==> config.mk <==
export PLATFORM = sky130hd
export DESIGN_NAME = dmc_mem_flat
export DESIGN_NICKNAME = d
export VERILOG_FILES = /design/src/inc/dmc_pkg.sv /design/src/inc/dmc_if.sv /design/src/logic/dmc_mem.sv /design/src/flat_wrapper.sv
export SDC_FILE = /design/constraint.sdc
export NUM_CORES = 1
export LEC_CHECK = 0
export BUFFER_PORTS_ARGS = -buffer_cell sky130_fd_sc_hd__clkbuf_2
export CAP_MARGIN = 20
export CORE_MARGIN = 2
export CORE_UTILIZATION = 45
export DETAILED_ROUTE_END_ITERATION = 6
export PLACE_DENSITY = 0.65
export SLEW_MARGIN = 15
export SYNTH_ARGS = -nofsm -noshare
export SYNTH_HDL_FRONTEND = slang
export SYNTH_SLANG_ARGS = --single-unit
export TNS_END_PERCENT = 10
==> constraint.sdc <==
create_clock -name ref_clk_i -period 8.9 [get_ports ref_clk_i]
set_clock_uncertainty 0.15 [all_clocks]
set_input_delay 0.89 -clock ref_clk_i [delete_from_list [all_inputs] [get_ports ref_clk_i]]
set_output_delay 0.89 -clock ref_clk_i [all_outputs]
set_load 0.05 [all_outputs]
==> src/inc/dmc_pkg.sv <==
// Behaviour
// - Test-mode load updates no other field
// - DLL reset bit self-clears after reset
// - Wait 200 clocks after DLL reset
// - Auto precharge delayed by write recovery
// - Write recovery programmed 2 to 8
// - Fast-exit power-down keeps DLL running
// - Slow-exit power-down may freeze DLL
// - Exit select ignored in precharge power-down
// - Read latency 3 to 7 whole clocks
// - First read data at edge n plus latency
// - Early read held for additive latency
// - Load only when idle, then wait
// - Extended fields persist until reloaded
// - Follow DLL enable with DLL reset; dmc_ctrl does not enforce this and dll_locked rises without a DLL reset
// - Self refresh disables, then re-enables DLL
// - Slow clock without DLL: precharge after refresh
// - Drive bit selects full or reduced strength
// - Complement strobe disable makes strobe single-ended
// - Redundant complement needs both enables
// - Redundant strobe follows read strobe only
// - Output disable silences data and strobes
// - Additive latency 0 to 6 clocks
// - Write latency is read latency minus one
package dmc_pkg;
  // ---------------------------------------------------------------
  // Address and bank field layout
  // ---------------------------------------------------------------
  localparam int ADDR_W      = 13;
  localparam int BANK_W      = 2;
  localparam logic [1:0] BANK_MODE = 2'h0;
  localparam logic [1:0] BANK_EXT  = 2'h1;
  localparam int CL_LSB      = 4;
  localparam int TEST_BIT    = 7;
  localparam int DLLRST_BIT  = 8;
  localparam int WR_LSB      = 9;
  localparam int PDX_BIT     = 12;
  localparam int DLLEN_BIT   = 0;
  localparam int DRIVE_BIT   = 1;
  localparam int AL_LSB      = 3;
  localparam int CSD_BIT     = 10;
  localparam int RDQS_BIT    = 11;
  localparam int OUTDIS_BIT  = 12;
  // ---------------------------------------------------------------
  // Legal ranges and timing
  // ---------------------------------------------------------------
  localparam logic [2:0] CL_MIN = 3'h3;
  localparam logic [2:0] CL_MAX = 3'h7;
  localparam logic [2:0] AL_MAX = 3'h6;
  localparam logic [2:0] WR_MIN_CODE = 3'h1;
  localparam logic [2:0] WR_MAX_CODE = 3'h7;
  localparam int DLL_LOCK_CYC = 200;
  localparam int DLL_LOCK_W   = 8;
  localparam int CLK_MHZ      = 20;
  localparam int SLOW_CLK_MHZ = 25;
  localparam logic [2:0] RST_CL = 3'h3;
  localparam logic [2:0] RST_WR = 3'h1;
  // ---------------------------------------------------------------
  // Commands
  // ---------------------------------------------------------------
  typedef enum logic [2:0] {
    DMC_NOP   = 3'b000,
    DMC_LOAD  = 3'b001,
    DMC_READ  = 3'b010,
    DMC_WRAP  = 3'b011,
    DMC_REF   = 3'b100,
    DMC_PREA  = 3'b101,
    DMC_SREN  = 3'b110,
    DMC_SREX  = 3'b111
  } dmc_cmd_e;
  typedef enum logic [1:0] {
    DMC_PD_NONE = 2'b00,
    DMC_PD_ACT  = 2'b01,
    DMC_PD_PRE  = 2'b10
  } dmc_pd_e;
endpackage

==> src/inc/dmc_if.sv <==
`timescale 1ns/1ps
interface dmc_if;
  dmc_pkg::dmc_cmd_e        cmd;
  logic [dmc_pkg::ADDR_W-1:0] addr;
  logic [dmc_pkg::BANK_W-1:0] bank;
  dmc_pkg::dmc_pd_e         pd;
  logic                     rd_data_valid;
  logic                     dq_oe_n;
  logic                     dqs_oe_n;
  logic                     dqs_n_oe_n;
  logic                     rdqs_oe_n;
  logic                     rdqs_n_oe_n;
  logic                     drive_reduced;
  logic                     dll_locked;
  modport ctrl (output cmd, addr, bank, pd,
                input rd_data_valid, dq_oe_n, dqs_oe_n, dqs_n_oe_n,
                rdqs_oe_n, rdqs_n_oe_n, drive_reduced, dll_locked);
  modport mem (input cmd, addr, bank, pd,
               output rd_data_valid, dq_oe_n, dqs_oe_n, dqs_n_oe_n,
               rdqs_oe_n, rdqs_n_oe_n, drive_reduced, dll_locked);
endinterface

==> src/logic/dmc_mem.sv <==
// The register offsets and the address-and-strobe port were decided locally.
`timescale 1ns/1ps
module dmc_mem #(
  parameter int LAT_MAX = 14
) (
  input  wire logic  ref_clk_i,
  input  wire logic  reset_i,
  dmc_if.mem         bus,
  output logic [2:0] read_latency_o,
  output logic [2:0] additive_latency_o,
  output logic [3:0] total_write_latency_o,
  output logic [2:0] write_recovery_field_o,
  output logic       powerdown_exit_select_o,
  output logic       dll_enable_bit_o,
  output logic       dll_running_o,
  output logic       dll_frozen_o,
  output logic       dll_reset_bit_o,
  output logic       test_mode_o,
  output logic       precharge_pulse_o
);
  // ---------------------------------------------------------------
  // Mode and extended mode fields
  // ---------------------------------------------------------------
  logic [2:0] cl_q, al_q, wr_q;
  logic       pdx_q, dllrst_q, test_q;
  logic       dllen_q, drive_q, csd_q, rdqs_q, outdis_q;
  logic       sref_q;
  logic       is_load, mode_ld, ext_ld;

  assign is_load = bus.cmd == dmc_pkg::DMC_LOAD;
  assign mode_ld = is_load && bus.bank == dmc_pkg::BANK_MODE;
  assign ext_ld  = is_load && bus.bank == dmc_pkg::BANK_EXT;

  always_ff @(posedge ref_clk_i)
  begin
    if (reset_i)
    begin
      cl_q   <= dmc_pkg::RST_CL;
      wr_q   <= dmc_pkg::RST_WR;
      pdx_q  <= 1'b0;
      test_q <= 1'b0;
    end
    else if (mode_ld)
    begin
      test_q <= bus.addr[dmc_pkg::TEST_BIT];
      if (!bus.addr[dmc_pkg::TEST_BIT])
      begin
        cl_q  <= bus.addr[dmc_pkg::CL_LSB +: 3];
        wr_q  <= bus.addr[dmc_pkg::WR_LSB +: 3];
        pdx_q <= bus.addr[dmc_pkg::PDX_BIT];
      end
    end
  end

  always_ff @(posedge ref_clk_i)
  begin
    if (reset_i)
    begin
      dllen_q  <= 1'b1;
      drive_q  <= 1'b0;
      al_q     <= 3'h0;
      csd_q    <= 1'b0;
      rdqs_q   <= 1'b0;
      outdis_q <= 1'b0;
    end
    else if (ext_ld)
    begin
      dllen_q  <= bus.addr[dmc_pkg::DLLEN_BIT];
      drive_q  <= bus.addr[dmc_pkg::DRIVE_BIT];
      al_q     <= bus.addr[dmc_pkg::AL_LSB +: 3];
      csd_q    <= bus.addr[dmc_pkg::CSD_BIT];
      rdqs_q   <= bus.addr[dmc_pkg::RDQS_BIT];
      outdis_q <= bus.addr[dmc_pkg::OUTDIS_BIT];
    end
  end

  // ---------------------------------------------------------------
  // DLL reset, lock and self refresh
  // ---------------------------------------------------------------
  localparam logic [7:0] DLL_LOCK_START = 8'(dmc_pkg::DLL_LOCK_CYC - 1);
  logic [dmc_pkg::DLL_LOCK_W-1:0] lock_q;
  always_ff @(posedge ref_clk_i)
  begin
    if (reset_i)
      sref_q <= 1'b0;
    else if (bus.cmd == dmc_pkg::DMC_SREN)
      sref_q <= 1'b1;
    else if (bus.cmd == dmc_pkg::DMC_SREX)
      sref_q <= 1'b0;
  end

  always_ff @(posedge ref_clk_i)
  begin
    if (reset_i)
      dllrst_q <= 1'b0;
    else if (mode_ld && !bus.addr[dmc_pkg::TEST_BIT]
             && bus.addr[dmc_pkg::DLLRST_BIT])
      dllrst_q <= 1'b1;
    else
      dllrst_q <= 1'b0;
  end

  always_ff @(posedge ref_clk_i)
  begin
    if (reset_i)
      lock_q <= '0;
    else if (dllrst_q || bus.cmd == dmc_pkg::DMC_SREX)
      lock_q <= DLL_LOCK_START;
    else if (lock_q != '0)
      lock_q <= lock_q - 1'b1;
  end

  // ---------------------------------------------------------------
  // Read and write latency, auto precharge
  // ---------------------------------------------------------------
  logic [3:0] rl;
  logic [LAT_MAX:0] rd_pipe_q, wp_pipe_q;
  assign rl = {1'b0, al_q} + {1'b0, cl_q};

  always_ff @(posedge ref_clk_i)
  begin
    if (reset_i)
      rd_pipe_q <= '0;
    else
      rd_pipe_q <= {rd_pipe_q[LAT_MAX-1:0],
                    bus.cmd == dmc_pkg::DMC_READ && !sref_q};
  end

  // Burst end seen WL + 2 clocks after the write, then WR more clocks
  logic [4:0] ap_dly;
  assign ap_dly = 5'(rl) - 5'h1 + 5'h2 + 5'(wr_q) + 5'h1;
  always_ff @(posedge ref_clk_i)
  begin
    if (reset_i)
      wp_pipe_q <= '0;
    else
      wp_pipe_q <= {wp_pipe_q[LAT_MAX-1:0],
                    bus.cmd == dmc_pkg::DMC_WRAP};
  end

  logic rd_now, ap_now;
  assign rd_now = rl != 4'h0 && rd_pipe_q[rl - 4'h1];
  assign ap_now = ap_dly <= 5'(LAT_MAX + 1)
                  && wp_pipe_q[4'(ap_dly - 5'h1)];

  // ---------------------------------------------------------------
  // Outputs
  // ---------------------------------------------------------------
  always_ff @(posedge ref_clk_i)
  begin
    if (reset_i)
    begin
      bus.rd_data_valid <= 1'b0;
      bus.dq_oe_n       <= 1'b1;
      bus.dqs_oe_n      <= 1'b1;
      bus.dqs_n_oe_n    <= 1'b1;
      bus.rdqs_oe_n     <= 1'b1;
      bus.rdqs_n_oe_n   <= 1'b1;
      bus.drive_reduced <= 1'b0;
      bus.dll_locked    <= 1'b0;
      precharge_pulse_o <= 1'b0;
    end
    else
    begin
      bus.rd_data_valid <= rd_now;
      bus.dq_oe_n       <= !(rd_now && !outdis_q);
      bus.dqs_oe_n      <= !(rd_now && !outdis_q);
      bus.dqs_n_oe_n    <= !(rd_now && !outdis_q && !csd_q);
      bus.rdqs_oe_n     <= !(rd_now && !outdis_q && rdqs_q);
      bus.rdqs_n_oe_n   <= !(rd_now && !outdis_q && rdqs_q
                            && !csd_q);
      bus.drive_reduced <= drive_q;
      bus.dll_locked    <= dllen_q && !sref_q && lock_q == '0;
      precharge_pulse_o <= ap_now;
    end
  end

  always_ff @(posedge ref_clk_i)
  begin
    if (reset_i)
    begin
      read_latency_o          <= dmc_pkg::RST_CL;
      additive_latency_o      <= 3'h0;
      total_write_latency_o   <= 4'h2;
      write_recovery_field_o  <= dmc_pkg::RST_WR;
      powerdown_exit_select_o <= 1'b0;
      dll_enable_bit_o        <= 1'b1;
      dll_running_o           <= 1'b0;
      dll_frozen_o            <= 1'b0;
      dll_reset_bit_o         <= 1'b0;
      test_mode_o             <= 1'b0;
    end
    else
    begin
      read_latency_o          <= cl_q;
      additive_latency_o      <= al_q;
      total_write_latency_o   <= rl - 4'h1;
      write_recovery_field_o  <= wr_q;
      powerdown_exit_select_o <= pdx_q;
      dll_enable_bit_o        <= dllen_q;
      // Only active power-down honours the exit select
      dll_frozen_o  <= bus.pd == dmc_pkg::DMC_PD_ACT && pdx_q;
      dll_running_o <= dllen_q && !sref_q
                       && !(bus.pd == dmc_pkg::DMC_PD_ACT && pdx_q);
      dll_reset_bit_o         <= dllrst_q;
      test_mode_o             <= test_q;
    end
  end
endmodule // dmc_mem

==> src/flat_wrapper.sv <==
// flat-port wrapper written by rule: the top's interface ports become plain ports
module dmc_mem_flat 
#(
  parameter int LAT_MAX = 14
)
  (ref_clk_i, reset_i, read_latency_o, additive_latency_o, total_write_latency_o, write_recovery_field_o, powerdown_exit_select_o, dll_enable_bit_o, dll_running_o, dll_frozen_o, dll_reset_bit_o, test_mode_o, precharge_pulse_o, bus_cmd, bus_addr, bus_bank, bus_pd, bus_rd_data_valid, bus_dq_oe_n, bus_dqs_oe_n, bus_dqs_n_oe_n, bus_rdqs_oe_n, bus_rdqs_n_oe_n, bus_drive_reduced, bus_dll_locked);
  dmc_if bus_i ();
  input  wire logic ref_clk_i;
  input  wire logic reset_i;
  output logic [2:0] read_latency_o;
  output logic [2:0] additive_latency_o;
  output logic [3:0] total_write_latency_o;
  output logic [2:0] write_recovery_field_o;
  output logic powerdown_exit_select_o;
  output logic dll_enable_bit_o;
  output logic dll_running_o;
  output logic dll_frozen_o;
  output logic dll_reset_bit_o;
  output logic test_mode_o;
  output logic precharge_pulse_o;
  input wire logic [$bits(bus_i.cmd)-1:0] bus_cmd;
  input wire logic [$bits(bus_i.addr)-1:0] bus_addr;
  input wire logic [$bits(bus_i.bank)-1:0] bus_bank;
  input wire logic [$bits(bus_i.pd)-1:0] bus_pd;
  output wire logic [$bits(bus_i.rd_data_valid)-1:0] bus_rd_data_valid;
  output wire logic [$bits(bus_i.dq_oe_n)-1:0] bus_dq_oe_n;
  output wire logic [$bits(bus_i.dqs_oe_n)-1:0] bus_dqs_oe_n;
  output wire logic [$bits(bus_i.dqs_n_oe_n)-1:0] bus_dqs_n_oe_n;
  output wire logic [$bits(bus_i.rdqs_oe_n)-1:0] bus_rdqs_oe_n;
  output wire logic [$bits(bus_i.rdqs_n_oe_n)-1:0] bus_rdqs_n_oe_n;
  output wire logic [$bits(bus_i.drive_reduced)-1:0] bus_drive_reduced;
  output wire logic [$bits(bus_i.dll_locked)-1:0] bus_dll_locked;
  assign bus_i.cmd = bus_cmd;
  assign bus_i.addr = bus_addr;
  assign bus_i.bank = bus_bank;
  assign bus_i.pd = bus_pd;
  assign bus_rd_data_valid = bus_i.rd_data_valid;
  assign bus_dq_oe_n = bus_i.dq_oe_n;
  assign bus_dqs_oe_n = bus_i.dqs_oe_n;
  assign bus_dqs_n_oe_n = bus_i.dqs_n_oe_n;
  assign bus_rdqs_oe_n = bus_i.rdqs_oe_n;
  assign bus_rdqs_n_oe_n = bus_i.rdqs_n_oe_n;
  assign bus_drive_reduced = bus_i.drive_reduced;
  assign bus_dll_locked = bus_i.dll_locked;
  dmc_mem #(.LAT_MAX(LAT_MAX)) u_core (.ref_clk_i(ref_clk_i), .reset_i(reset_i), .bus(bus_i), .read_latency_o(read_latency_o), .additive_latency_o(additive_latency_o), .total_write_latency_o(total_write_latency_o), .write_recovery_field_o(write_recovery_field_o), .powerdown_exit_select_o(powerdown_exit_select_o), .dll_enable_bit_o(dll_enable_bit_o), .dll_running_o(dll_running_o), .dll_frozen_o(dll_frozen_o), .dll_reset_bit_o(dll_reset_bit_o), .test_mode_o(test_mode_o), .precharge_pulse_o(precharge_pulse_o));
endmodule
==> qor.txt <==
Pre-CTS setup slack -> 5200 ps
R2R cell count -> 10
Setup Buffers After CTS -> 0
Syn. warnings -> 0
Net Sw Power -> 218 uW
Dpl hpwl -> 4030 um
Leak Pwr -> 0.00166 uW
Fin crit share -> 41.7%
Initial drt markers -> 63
Synth-to-layout area growth -> 15.9%
Post-synth cell types -> 51
Worst slew pin tran -> 658 ps
DRC -> 0
Fin Setup TNS -> 0 ps
Vias -> 2179
Crit-path max FO -> 4
Share of cells above drive strength 1 -> 23.4%
CTS tree -> built
Final Cell Area -> 3820 sq um
Clk_lat worst skew -> 350 ps
Synthesized flop and latch total -> 83
Commonest non-fill, non-tap cells in the layout -> dfxtp_1, clkbuf_2, nor2b_1
IO buf count -> 48
TritonCTS Buffers -> 9
Diodes inserted -> 0
Worst hold path depth -> 1
Worst path max stage delay -> 610 ps
Starting Density -> 46.0%
Dpl cell area -> 3610 sq um
Cell Pwr Density -> 217 nW/um^2
First-pass iteration count of the detailed router -> 4
Synthesized area -> 3300 sq um
Die X -> 89.6 um
GRT overflow -> 0
Status -> finished, final reports clean
Floorplan core area -> 7180 sq um
Standard-cell rows -> 31
Slew Viols, Final -> 0
Rel. slew slack -> 56.2%
Hold_ws -> 270 ps
R2r startpoint -> u_core.al_q[0]
Worst Hold Class -> register to register
Endpoints failing hold -> 0
Antenna Violating Nets Remaining -> 0
Total Routing Usage GR -> 15.5%
Die height -> 89.6 um
Clk pwr share -> 35.0%
Largest net degree at the start of global routing -> 70
Worst-path cell chain -> ha_1 > fa_1 > xnor2_1 > inv_1 > ha_1 > fa_1 > xor2_1 > mux2_2 > a211oi_1 > o32ai_1
Clock root cell -> clkbuf_8
Gpl congestion -> 0.833
# setup viols final -> 0
First-pass GRT wire length -> 9430 um
I/O pins -> 50
Internal power -> 613 uW
Total clock sinks -> 83
Post-cts resize count -> 0
Hold path startpoint -> u_core.rdqs_q
Mean Syn Cell Area -> 11.0 sq um
Vias/cell -> 4.84
WL final -> 5700 um
Setup CP Type -> register to register
Max-cap violation count -> 0
Utilization after layout -> 53.3%
Hold Path Sink -> u_core.bus.rdqs_oe_n
Commonest non-fill, non-tap cell in the layout -> dfxtp_1
Reg2reg end -> u_core.precharge_pulse_o
Clock slew at reported path FFs -> 80 ps
Fmax -> 269 MHz
Hold buffers post-CTS -> 0
Register area share after synthesis -> 50.4%
CP startpoint kind -> register
Setup ws final -> 5190 ps
Cells after synthesis -> 299
CTS H-tree lvls -> 3
VDD IR max -> 0.000145 V
Synth Net Count -> 337
Unrepaired setup endpoints after global routing -> false
Setup slack, reg-to-reg -> 5190 ps
Number of global-route vias before repair -> 2038
Crit. End Element -> register
Final period demand of the worst path -> 3710 ps
CTS max path bufs -> 2
Die ar. -> 8030 sq um
Switching Fraction -> 26.3%
Wire length per cell -> 12.7 um
Initial antenna violation count -> 0
Worst Path Arrival -> 3790 ps
Comb power frac -> 16.2%
Worst path slowest cell -> fa_1
WP data required -> 8980 ps
Final #Nets -> 384
Reg power frac -> 48.9%
synth_stat cells, drive strengths merged:
master | number | area share [%]
nor4 | 1 | 0.64
a21o | 2 | 0.45
o2111ai | 1 | 0.27
nor2 | 23 | 2.6
or2 | 6 | 1.1
nand3 | 3 | 0.45
nor3b | 1 | 0.23
nor2b | 42 | 8.0
nand3b | 1 | 0.23
a21oi | 7 | 1.1
nand2 | 10 | 1.1
nand2b | 3 | 0.57
or3b | 1 | 0.27
o21ai | 4 | 0.61
clkbuf | 8 | 0.95
nor4bb | 2 | 0.61
a2111o | 1 | 0.34
a31oi | 2 | 0.38
ha | 14 | 5.3
a2111oi | 1 | 0.45
xnor3 | 1 | 0.68
xnor2 | 5 | 1.3
o21bai | 1 | 0.23
a311oi | 1 | 0.27
xor2 | 5 | 1.3
and3 | 4 | 0.76
inv | 13 | 1.5
buf | 5 | 0.99
mux4 | 6 | 4.1
mux2i | 20 | 6.1
o211a | 1 | 0.30
a211oi | 2 | 0.45
nand4b | 2 | 0.53
fa | 2 | 1.2
o32ai | 1 | 0.27
and4b | 1 | 0.30
a221oi | 2 | 0.53
nor3 | 5 | 1.1
a221o | 1 | 0.34
dfxtp | 83 | 50
mux2 | 2 | 0.68
or4b | 3 | 1.0
layer usage:
metal / up-vias / share of wire (%) / global-route usage, %
li1: 1122 / - / -
met1: 1005 / 47 / 20.4
met4: 0 / 1.2 / 5.56
met5: - / 0 / 0
met3: 9 / 4.5 / 5.58
met2: 43 / 48 / 23.7
registers in the layout, summed over array words and instances (netlist names), 4 cells and up:
signal	flops
u_core.rd_pipe_q	15
u_core.total_write_latency_o	4
u_core.lock_q	8
u_core.wp_pipe_q	15
cells by family after synthesis:
group / Yosys count / synth area share, %
xor+xnor: 11 / 3.34
flops: 83 / 50.4
mux: 28 / 10.8
simple gates: 108 / 19.6
compound gates: 27 / 5.95
fa+ha+maj: 16 / 6.52
buf+inv: 26 / 3.41
worst max-delay path: cells and delay by family, from the launching register on:
family,cells,cell delay [ps]
fa+ha+maj,4,1630
buf+inv,1,130
xor+xnor,2,610
flops,1,330
mux,1,380
compound gates,2,360
power groups by stage:
stage / sequential (uW) / clock (uW) / combinational [uW]
2_1_floorplan: 421 / 0 / 102
3_3_place_gp: 415 / 0 / 131
3_5_place_dp: 415 / 0 / 136
4_1_cts: 407 / 300 / 136
5_1_grt: 409 / 314 / 153
6_report: 406 / 291 / 134
cell type report:
cell class | instances | area, sq um
inverter | 13 | 48.8
tap | 99 | 124
sequential | 83 | 1660
timing repair buffer | 49 | 248
clock inverter | 6 | 90.1
clock buffer | 10 | 128
multi-input combinational | 190 | 1530
fill | 658 | 3350
worst max path at each step:
stage,from,to,cells after the start
global placement,u_core.al_q[0],u_core.precharge_pulse_o,10
floorplan,u_core.al_q[0],u_core.precharge_pulse_o,10
detailed placement,u_core.al_q[0],u_core.precharge_pulse_o,10
global route,u_core.al_q[0],u_core.precharge_pulse_o,11
CTS,u_core.al_q[0],u_core.precharge_pulse_o,10
finish,u_core.al_q[0],u_core.precharge_pulse_o,10
per-stage QoR:
stage	instances	total power (uW)
3_5_place_dp	434	551
6_report	450	831
2_1_floorplan	299	522
4_1_cts	450	843
5_1_grt	450	876
3_3_place_gp	434	546
(Power assumes the default switching activity.)
